**config.mk**
```make
export PLATFORM = sky130hd
export DESIGN_NAME = cach_ctrl
export DESIGN_NICKNAME = d
export VERILOG_FILES = /design/src/hdl/cach_pkg.sv /design/src/hdl/cach_buf_if.sv /design/src/hdl/cach_ctrl.sv /design/src/hdl/cach_cmd_buf.sv
export SDC_FILE = /design/constraint.sdc
export NUM_CORES = 1
export LEC_CHECK = 0
export BUFFER_PORTS_ARGS = -buffer_cell sky130_fd_sc_hd__buf_2
export CAP_MARGIN = 20
export CORE_MARGIN = 1
export CORE_UTILIZATION = 50
export CTS_CLUSTER_DIAMETER = 60
export DETAILED_ROUTE_END_ITERATION = 10
export PLACE_DENSITY = 0.75
export SETUP_SLACK_MARGIN = 0.4
export SLEW_MARGIN = 20
export SYNTH_ARGS = -nofsm -noshare
export SYNTH_HDL_FRONTEND = slang
export SYNTH_SLANG_ARGS = --single-unit
```
**constraint.sdc**
```tcl
create_clock -name mclk -period 7.5 [get_ports mclk]
set_clock_uncertainty 0.1 [all_clocks]
set_input_delay 0.75 -clock mclk [delete_from_list [all_inputs] [get_ports mclk]]
set_output_delay 0.75 -clock mclk [all_outputs]
set_load 0.02 [all_outputs]
```
**src/hdl/cach_pkg.sv**
```systemverilog
// constants shared by the command/ack counter handshake block
// assumes a single clock domain and a 32-bit register bus
`default_nettype none
package cach_pkg;
  // register byte offsets
  localparam logic [7:0] CACH_OFS_CYC_OUT = 8'h00;  // cyclic word from master
  localparam logic [7:0] CACH_OFS_CYC_IN  = 8'h04;  // cyclic word to master
  localparam logic [7:0] CACH_OFS_CMD     = 8'h08;  // command telegram
  localparam logic [7:0] CACH_OFS_ACK     = 8'h0c;  // acknowledgement telegram
  // cyclic output word bit positions
  localparam int CACH_BIT_RESTART = 0;  // restart request
  localparam int CACH_BIT_CANCEL  = 1;  // cancel request
  localparam int CACH_BIT_REPEAT  = 2;  // command repetition request
  // cyclic input word field positions
  localparam int CACH_POS_ACK_CNT = 0;  // ack counter, bits 1:0
  localparam int CACH_POS_CMD_CNT = 2;  // command counter, bits 3:2
  localparam int CACH_BIT_CANCEL_ACT = 4;  // cancel still active
  localparam int CACH_BIT_REPEAT_ACT = 5;  // repetition running
  localparam int CACH_BIT_TAG = 6;  // tag present
  // command code fields
  localparam int CACH_BIT_CHAIN = 6;  // chaining bit
  localparam logic [7:0] CACH_CODE_RESET = 8'h00;  // self reset command
  // counter reset values after start-up
  localparam logic [1:0] CACH_CMD_CNT_RST = 2'h1;
  localparam logic [1:0] CACH_ACK_CNT_RST = 2'h0;
  // ack status codes
  localparam logic [7:0] CACH_STAT_OK = 8'h00;
  localparam logic [7:0] CACH_STAT_CANCEL = 8'h1f;
  // command buffer geometry
  localparam int CACH_BUF_AW = 2;
  localparam int CACH_BUF_DEPTH = 4;
  localparam logic [2:0] CACH_BUF_FULL = 3'h4;
endpackage : cach_pkg
`default_nettype wire

```
**src/hdl/cach_buf_if.sv**
```systemverilog
// bundle between the controller and its command buffer
// assumes both ends on the same clock
`timescale 1ns/10ps
`default_nettype none
interface cach_buf_if;
  logic       wr_en;    // write strobe
  logic [1:0] wr_addr;  // write slot
  logic [7:0] wr_data;  // command code in
  logic [1:0] rd_addr;  // read slot
  logic [7:0] rd_data;  // registered read data
  modport ctrl (output wr_en, wr_addr, wr_data, rd_addr, input rd_data);
  modport mem (input wr_en, wr_addr, wr_data, rd_addr, output rd_data);
endinterface : cach_buf_if
`default_nettype wire

```
**src/hdl/cach_ctrl.sv**
```systemverilog
// command/ack counter handshake, device side, with ahb-lite registers
// assumes one ahb-lite master on mclk and an executor on mclk
//
// What this block does
// - each telegram steps state, waits next
// - two-bit counters step by plus one
// - counters shown in the cyclic word to master
// - separate command and ack counters
// - both counters packed in one byte
// - start-up sets ack 0, command 1
// - start-up on reset or restart bit
// - cancel leaves command counter untouched
// - one error ack per cancelled chain
// - ack step and cancel withdrawal together
// - bit 6 marks a chained command
// - chain bit copied into acknowledgement
// - repetition steered by cyclic word bits
// - telegrams start only after counter change
// - command zero resets, ends active command
//
// The register addresses and the AHB-Lite interface to the registers were chosen for this implementation.
`timescale 1ns/10ps
`default_nettype none
module cach_ctrl
  import cach_pkg::*;
(
  // clock and reset
  input  wire logic        mclk,
  input  wire logic        sys_rst,
  // ahb-lite slave
  input  wire logic        hsel,
  input  wire logic [31:0] haddr,
  input  wire logic [1:0]  htrans,
  input  wire logic        hwrite,
  input  wire logic [2:0]  hsize,
  input  wire logic [31:0] hwdata,
  input  wire logic        hready,
  output logic             hreadyout,
  output logic             hresp,
  output logic [31:0]      hrdata,
  // command executor
  output logic             exec_cmd_valid,
  input  wire logic        exec_cmd_ready,
  output logic [7:0]       exec_cmd_code,
  output logic             exec_abort,
  input  wire logic        exec_result_valid,
  input  wire logic [7:0]  exec_result_status,
  // tag presence pin
  input  wire logic        tag_present_pin
);

  // executor sequence states
  typedef enum logic [4:0] {
    CACH_ST_IDLE  = 5'h01,  // waiting for work
    CACH_ST_FETCH = 5'h02,  // buffer read in flight
    CACH_ST_ISSUE = 5'h04,  // offering command
    CACH_ST_BUSY  = 5'h08,  // command running
    CACH_ST_POST  = 5'h10   // waiting for free ack slot
  } cach_state_type;

  // register file
  logic [2:0]     cyc_out;        // master's cyclic bits
  logic [2:0]     cyc_out_q;      // previous cyclic bits
  logic [1:0]     cmd_counter;    // command state counter
  logic [1:0]     ack_counter;    // ack state counter
  logic           cmd_granted;    // counter stepped, command expected
  logic           ack_full;       // ack waiting to be fetched
  logic [15:0]    ack_word;       // status and code of pending ack
  logic           cancel_active;  // cancel seen, error ack not yet out
  // executor state
  cach_state_type state;          // current state
  cach_state_type next_state;     // next state
  logic [7:0]     cur_code;       // command in progress
  logic [7:0]     cur_status;     // its result status
  logic [7:0]     last_code;      // last command for repetition
  logic           have_last;      // last_code holds a command
  // buffer pointers
  logic [1:0]     wr_ptr;         // next free slot
  logic [1:0]     rd_ptr;         // oldest command
  logic [2:0]     buf_cnt;        // commands stored
  // bus tracking
  logic           dp_wr;          // write data phase pending
  logic [7:0]     dp_addr;        // its byte offset
  // tag pin synchroniser
  logic           tag_meta;       // first stage
  logic           tag_present_flag;  // second stage

  // buffer bundle
  cach_buf_if buf_bus ();

  // command store
  cach_cmd_buf u_buf (
    .mclk (mclk),
    .bus  (buf_bus)
  );

  // decode helper for word offsets
  function automatic logic ofs_hit(input logic [7:0] a, input logic [7:0] o);
    ofs_hit = (a[7:2] == o[7:2]);
  endfunction : ofs_hit

  // address phase decode
  wire ap_take = hsel & hready & htrans[1];  // valid transfer
  wire ap_rd   = ap_take & ~hwrite;          // read transfer
  wire [7:0] ap_addr = haddr[7:0];           // offset within block
  wire ap_in_range = (haddr[31:8] == 24'h000000);  // block window

  // data phase write strobes
  wire wr_go  = dp_wr & hready;                        // write completes
  wire wr_cyc = wr_go & ofs_hit(dp_addr, CACH_OFS_CYC_OUT);  // cyclic bits
  wire wr_cmd = wr_go & ofs_hit(dp_addr, CACH_OFS_CMD);  // command telegram

  // ack fetch by read of the ack register
  wire rd_ack = ap_rd & ap_in_range & ofs_hit(ap_addr, CACH_OFS_ACK);

  // command telegram accepted only when granted
  wire       cmd_ok   = wr_cmd & cmd_granted;
  wire [7:0] cmd_code = hwdata[7:0];           // incoming code
  wire       cmd_zero = cmd_ok & (cmd_code == CACH_CODE_RESET);
  wire       cmd_push = cmd_ok & ~cmd_zero;

  // edges of the master's cyclic bits
  wire restart_go = cyc_out[CACH_BIT_RESTART] & ~cyc_out_q[CACH_BIT_RESTART];
  wire cancel_go  = cyc_out[CACH_BIT_CANCEL] & ~cyc_out_q[CACH_BIT_CANCEL];
  wire abort_go   = (cancel_go | cmd_zero) & ~restart_go;  // cancel or reset command abort, not restart

  // repetition steered by the cyclic word
  wire repeat_active = cyc_out[CACH_BIT_REPEAT] & have_last;

  // buffer movement
  wire buf_pop   = (state == CACH_ST_FETCH);  // slot consumed
  wire buf_flush = abort_go | restart_go;     // drop queued commands

  // grant next command when a slot is free
  wire grant_go = ~cmd_granted & (buf_cnt < CACH_BUF_FULL) & ~buf_flush;

  // ack slot posting
  wire post_go = (state == CACH_ST_POST) & ~ack_full & ~restart_go;

  // cyclic input byte
  wire [7:0] cyc_in;  // status word to master
  assign cyc_in[CACH_POS_ACK_CNT +: 2] = ack_counter;
  assign cyc_in[CACH_POS_CMD_CNT +: 2] = cmd_counter;
  assign cyc_in[CACH_BIT_CANCEL_ACT]   = cancel_active;
  assign cyc_in[CACH_BIT_REPEAT_ACT]   = repeat_active;
  assign cyc_in[CACH_BIT_TAG]          = tag_present_flag;
  assign cyc_in[7]                     = 1'b0;

  // read data selection
  wire [31:0] rd_mux =
    ~ap_in_range                         ? 32'h00000000 :
    ofs_hit(ap_addr, CACH_OFS_CYC_OUT)   ? {29'h0, cyc_out} :
    ofs_hit(ap_addr, CACH_OFS_CYC_IN)    ? {24'h0, cyc_in} :
    ofs_hit(ap_addr, CACH_OFS_ACK)       ? {16'h0, ack_word} :
                                           32'h00000000;

  // buffer bundle wiring
  assign buf_bus.wr_en   = cmd_push;
  assign buf_bus.wr_addr = wr_ptr;
  assign buf_bus.wr_data = cmd_code;
  assign buf_bus.rd_addr = rd_ptr;

  // bus answers: always ready, always okay
  assign hreadyout = 1'b1;
  assign hresp     = 1'b0;

  // executor handshake
  assign exec_cmd_valid = (state == CACH_ST_ISSUE);
  assign exec_cmd_code  = cur_code;

  // tag pin through two flops
  always_ff @(posedge mclk or posedge sys_rst) begin
    if (sys_rst) begin
      tag_meta         <= 1'b0;
      tag_present_flag <= 1'b0;
    end else begin
      tag_meta         <= tag_present_pin;
      tag_present_flag <= tag_meta;
    end
  end

  // bus address phase capture and read data
  always_ff @(posedge mclk or posedge sys_rst) begin
    if (sys_rst) begin
      dp_wr   <= 1'b0;
      dp_addr <= 8'h00;
      hrdata  <= 32'h00000000;
    end else begin
      if (hready) begin
        // new address phase or idle
        dp_wr   <= ap_take & hwrite & ap_in_range;
        dp_addr <= ap_addr;
      end
      if (ap_rd) begin
        // read data stands during the data phase
        hrdata <= rd_mux;
      end
    end
  end

  // cyclic output bits from the master
  always_ff @(posedge mclk or posedge sys_rst) begin
    if (sys_rst) begin
      cyc_out   <= 3'h0;
      cyc_out_q <= 3'h0;
    end else begin
      cyc_out_q <= cyc_out;
      if (wr_cyc) begin
        cyc_out <= hwdata[2:0];
      end
    end
  end

  // command counter and grant
  always_ff @(posedge mclk or posedge sys_rst) begin
    if (sys_rst) begin
      cmd_counter <= CACH_CMD_CNT_RST;
      cmd_granted <= 1'b1;
    end else if (restart_go) begin
      cmd_counter <= CACH_CMD_CNT_RST;
      cmd_granted <= 1'b1;
    end else if (cmd_ok) begin
      // grant used up by this telegram
      cmd_granted <= 1'b0;
    end else if (grant_go) begin
      // step and wrap, cancel leaves it alone
      cmd_counter <= cmd_counter + 2'h1;
      cmd_granted <= 1'b1;
    end
  end

  // ack counter, ack slot and cancel flag
  always_ff @(posedge mclk or posedge sys_rst) begin
    if (sys_rst) begin
      ack_counter   <= CACH_ACK_CNT_RST;
      ack_full      <= 1'b0;
      ack_word      <= 16'h0000;
      cancel_active <= 1'b0;
    end else if (restart_go) begin
      ack_counter   <= CACH_ACK_CNT_RST;
      ack_full      <= 1'b0;
      ack_word      <= 16'h0000;
      cancel_active <= 1'b0;
    end else begin
      if (post_go) begin
        // new ack, chain bit carried in the code
        ack_counter <= ack_counter + 2'h1;
        ack_full    <= 1'b1;
        ack_word    <= {cur_status, cur_code};
      end else if (rd_ack & ack_full) begin
        // fetched by the master
        ack_full <= 1'b0;
      end
      if (cancel_go) begin
        cancel_active <= 1'b1;
      end else if (post_go) begin
        // withdrawn with the error ack step
        cancel_active <= 1'b0;
      end
    end
  end

  // buffer pointers and fill level
  always_ff @(posedge mclk or posedge sys_rst) begin
    if (sys_rst) begin
      wr_ptr  <= 2'h0;
      rd_ptr  <= 2'h0;
      buf_cnt <= 3'h0;
    end else if (buf_flush) begin
      // abort drops every queued command
      wr_ptr  <= 2'h0;
      rd_ptr  <= 2'h0;
      buf_cnt <= 3'h0;
    end else begin
      if (cmd_push) begin
        wr_ptr <= wr_ptr + 2'h1;
      end
      if (buf_pop) begin
        rd_ptr <= rd_ptr + 2'h1;
      end
      // net fill change
      if (cmd_push & ~buf_pop) begin
        buf_cnt <= buf_cnt + 3'h1;
      end else if (buf_pop & ~cmd_push) begin
        buf_cnt <= buf_cnt - 3'h1;
      end
    end
  end

  // executor next state
  always_comb begin
    next_state = state;
    unique case (state)
      CACH_ST_IDLE: begin
        if (buf_cnt != 3'h0) begin
          next_state = CACH_ST_FETCH;
        end else if (repeat_active) begin
          // repeat the last command
          next_state = CACH_ST_ISSUE;
        end
      end
      CACH_ST_FETCH: begin
        next_state = CACH_ST_ISSUE;
      end
      CACH_ST_ISSUE: begin
        if (exec_cmd_ready) begin
          next_state = CACH_ST_BUSY;
        end
      end
      CACH_ST_BUSY: begin
        if (exec_result_valid) begin
          next_state = CACH_ST_POST;
        end
      end
      CACH_ST_POST: begin
        if (~ack_full) begin
          next_state = CACH_ST_IDLE;
        end
      end
      default: begin
        // illegal code recovers to idle
        next_state = CACH_ST_IDLE;
      end
    endcase
  end

  // executor state and command registers
  always_ff @(posedge mclk or posedge sys_rst) begin
    if (sys_rst) begin
      state      <= CACH_ST_IDLE;
      cur_code   <= 8'h00;
      cur_status <= 8'h00;
      last_code  <= 8'h00;
      have_last  <= 1'b0;
      exec_abort <= 1'b0;
    end else begin
      exec_abort <= abort_go | restart_go;
      if (restart_go) begin
        // start-up: forget everything
        state     <= CACH_ST_IDLE;
        have_last <= 1'b0;
      end else if (abort_go) begin
        // one ack covers the whole aborted chain
        state      <= CACH_ST_POST;
        cur_code   <= cmd_zero ? CACH_CODE_RESET : cur_code;
        cur_status <= cmd_zero ? CACH_STAT_OK : CACH_STAT_CANCEL;
        have_last  <= 1'b0;
      end else begin
        state <= next_state;
        if (state == CACH_ST_FETCH) begin
          cur_code  <= buf_bus.rd_data;
          last_code <= buf_bus.rd_data;
          have_last <= 1'b1;
        end
        if ((state == CACH_ST_IDLE) & (buf_cnt == 3'h0) & repeat_active) begin
          cur_code <= last_code;
        end
        if ((state == CACH_ST_BUSY) & exec_result_valid) begin
          cur_status <= exec_result_status;
        end
      end
    end
  end

endmodule : cach_ctrl
`default_nettype wire

```
**src/hdl/cach_cmd_buf.sv**
```systemverilog
// small command store with registered read data
// assumes addresses come from the controller on mclk
`timescale 1ns/10ps
`default_nettype none
module cach_cmd_buf
  import cach_pkg::*;
(
  // clock
  input wire logic mclk,
  // access bundle
  cach_buf_if.mem  bus
);
  logic [7:0] mem [CACH_BUF_DEPTH];  // command slots

  // write one slot
  always_ff @(posedge mclk) begin
    if (bus.wr_en) begin
      mem[bus.wr_addr] <= bus.wr_data;
    end
  end

  // read data always from a register
  always_ff @(posedge mclk) begin
    bus.rd_data <= mem[bus.rd_addr];
  end
endmodule : cach_cmd_buf
`default_nettype wire

```
==> impl_metrics.py <==
metrics = {
    "timing": {
        "hold_slack_ns": 0.229,
        "worst_pin_slew_ns": 1.04,
        "slew_headroom": 0.302,
        "setup_viol": 0,
        "fin_tns_setup_ns": 0,
        "max_freq_mhz": 349,
        "slew_violations": 0,
        "finalCritPeriodShare": 0.382,
        "fin_ws_ns": 4.64,
        "rsz0062_at_grt": "false",
        "hold_viol": 0,
        "final.min_clock_period_ns": 2.86,
    },
    "worst_setup_path": {
        "startpoint": "dp_addr[4]$_DFFE_PP0P_",
        "cp-start-kind": "flip-flop",
        "reg2regPathDepth": 11,
        "critPathKind": "reg -> reg",
        "crit_path_end_kind": "flip-flop",
        "r2r-end": "buf_cnt[2]$_DFFE_PP0P_",
        "r2r-start": "dp_addr[4]$_DFFE_PP0P_",
        "worstPathArrival_ns": 3.16,
        "worstPathMaxFanout": 5,
        "reg2reg_slack_ns": 4.64,
        "critical_path_required_ns": 7.80,
    },
    "run": {
        "maxCapViolations": 0,
    },
    "clock_tree": {
        "ctsResizeCount": 0,
        "cts.hold.buffers_added": 1,
        "numClockSinks": 131,
        "cts_tree": "yes",
        "numCtsBuffers": 17,
        "htree_levels": 4,
        "clock_latency_ns": 0.53,
        "postCtsSetupRepairBufs": 0,
        "cts-root-buf": "clkbuf_8",
        "cts_buffer_depth": 2,
        "path_clk_slew_ns": 0.06,
    },
    "power_and_ir_drop": {
        "powerDensity_nw_per_um2": 241,
        "p_leak_nw": 2.98,
        "irDropWorstVdd_v": 0.000162,
        "total_power_w": 0.00159,
    },
    "placement": {
        "place_ws_ns": 4.24,
        "dp_hpwl_um": 8010,
        "gp_congestion": 0.900,
        "port_buffers": 80,
    },
    "synth": {
        "synth_simple_gate_area_share": 0.127,
        "synthMuxAreaShare": 0.0901,
        "synth_top_family_by_area": "simple AND/OR/NAND/NOR gates",
        "ys_types": 51,
        "synthesis.area_um2": 5570,
        "async_flop_share": 0.695,
        "synthTopCellsByArea": "dfrtp_1 40%, edfxtp_1 17%, nand2_1 3.8%, mux2_2 3.4%, mux4_2 3.2%",
        "synthFlopType": "dfrtp_1",
        "synth_top_area_frac": 0.395,
        "synth-edff-count": 32,
        "yosys.area_share.xor_xnor": 0.0157,
        "synthAdderAreaFrac": 0.0126,
        "ys_seq_area_frac": 0.611,
        "syn_avg_cell_area_um2": 12.2,
        "yosysWarnings": 0,
        "ys_ff_latch": 131,
        "synth_compound_gate_area_share": 0.0968,
        "syn-instance-count": 456,
        "synth_area_leader_cell": "dfrtp_1",
    },
    "routing": {
        "wl_per_cell_um": 16.1,
        "vias_per_cell": 5.38,
        "first_pass_iters": 4,
        "ant_nets": 0,
        "drc_errors": 0,
        "drtIter0Drc": 211,
        "finalWirelength_um": 11100,
        "vias": 3727,
    },
    "outcome": {
        "status": "finished, final reports clean",
    },
    "floorplanning": {
        "io_pins": 129,
        "fp-row-count": 38,
        "fp.dieW_um": 108,
        "fp.coreArea_um2": 10800,
        "initial_core_util": 0.514,
        "die_h_um": 108,
        "floorplan.die_area_um2": 11600,
    },
    "worst_hold_path": {
        "hold_start": "tag_present_pin",
        "hold_path_depth": 1,
        "worstHoldEndpoint": "tag_meta$_DFF_PP0_",
        "min_path_type": "in -> reg",
    },
    "layout": {
        "layout-drive-gt1-share": 0.268,
        "layout_commonest_cell": "dfrtp_1",
        "antennaDiodeCount": 0,
        "mostFrequentLayoutCells": "88 x dfrtp_1, 80 x buf_2, 56 x nand2_1",
        "fin_nets": 630,
        "area_delta_synth_final_pct": 18.8,
    },
    "global_route": {
        "overflow": 0,
        "first_global_vias": 3708,
        "grt_first_pass_wirelength_um": 18500,
        "grt_usage": 0.214,
        "antenna_found_initial": 0,
        "grt_max_degree": 83,
    },
}
==> stage by stage <==
stage	util	area, um^2	cells
2_1_floorplan	-	5630	472
3_3_place_gp	0.554	6010	660
3_5_place_dp	0.554	6010	660
4_1_cts	0.610	6610	693
5_1_grt	0.610	6620	693
6_report	0.610	6620	693
==> logic make-up after synthesis <==
group,after synthesis
other cells,2
compound gates,80
fa+ha+maj,5
xor+xnor,10
buf+inv,45
simple gates,145
flops,131
mux,38
==> worst max path at each step <==
stage,slack [ns],to,depth (start not counted)
global route,4.48,buf_cnt[2]$_DFFE_PP0P_,11
CTS,4.63,buf_cnt[2]$_DFFE_PP0P_,11
detailed placement,4.24,hrdata[10]$_DFFE_PP0P_,5
floorplan,4.29,ack_counter[0]$_DFFE_PP0P_,1
finish,4.64,buf_cnt[2]$_DFFE_PP0P_,11
global placement,4.31,hrdata[12]$_DFFE_PP0P_,5
==> sequential cells by signal (all words and copies together), names as in the netlist <==
signal,flops
hrdata,16
tag_present_flag,1
tag_meta,1
exec_cmd_code,8
dp_wr,1
state,5
ack_counter,2
u_buf.mem,32
cur_status,8
buf_bus.rd_addr,2
buf_cnt,3
ack_full,1
cyc_out,3
ack_word,16
exec_abort,1
u_buf.bus.rd_data,8
have_last,1
buf_bus.wr_addr,2
last_code,8
cmd_counter,2
cmd_granted,1
dp_addr,6
cyc_out_q,2
cancel_active,1
==> where the power goes <==
group	leakage, nW	switching, W	internal [W]
sequential	1.57	0.00000219	0.000734
clock	0.288	0.000299	0.000510
combinational	1.13	0.0000320	0.0000167
==> cell type report <==
cell class                      count  area [um^2]
Clock inverter                     10          124
Timing Repair Buffer               83          429
Tap cell                          140          175
Clock buffer                       22          473
Multi-Input combinational cell    296         1970
Inverter                           11         42.5
Fill cell                         811         4220
Sequential cell                   131         3400
==> routing by layer <==
metal / wire length, um / track usage / up-vias
met2: 5610 / 0.359 / 105
met4: 196 / 0.0890 / 0
met3: 563 / 0.0515 / 16
met1: 4750 / 0.264 / 1826
li1: - / - / 1780
met5: 0 / 0 / -
==> worst max-delay path, cell delays in order, from the launching register on <==
cell,delay [ns]
dfrtp_1,0.38
or4_4,0.57
nor3_1,0.26
nand2_1,0.12
nor2_1,0.25
nand2b_1,0.11
fa_1,0.38
inv_1,0.08
nand3_1,0.08
mux2i_1,0.20
xnor2_1,0.15
nor2_1,0.06
==> cells in the mapped netlist (3+ instances only) <==
cell	count
dfrtp_1	88
nand2_1	56
edfxtp_1	32
a21oi_1	29
nor2_1	29
buf_4	20
mux2_2	17
o21ai_0	15
mux2i_1	13
a22o_1	12
inv_1	11
nand2b_1	10
nor3_1	10
nor4_1	10
clkbuf_1	8
dfxtp_1	8
mux4_2	8
o2bb2ai_1	8
and2_1	7
xnor2_1	6
nand4_1	5
ha_1	4
xor2_1	4
a221oi_1	3
a31oi_1	3
buf_2	3
dfstp_2	3
nand3_1	3
nor2b_1	3
No activity file was read; power rests on OpenSTA's default activity.
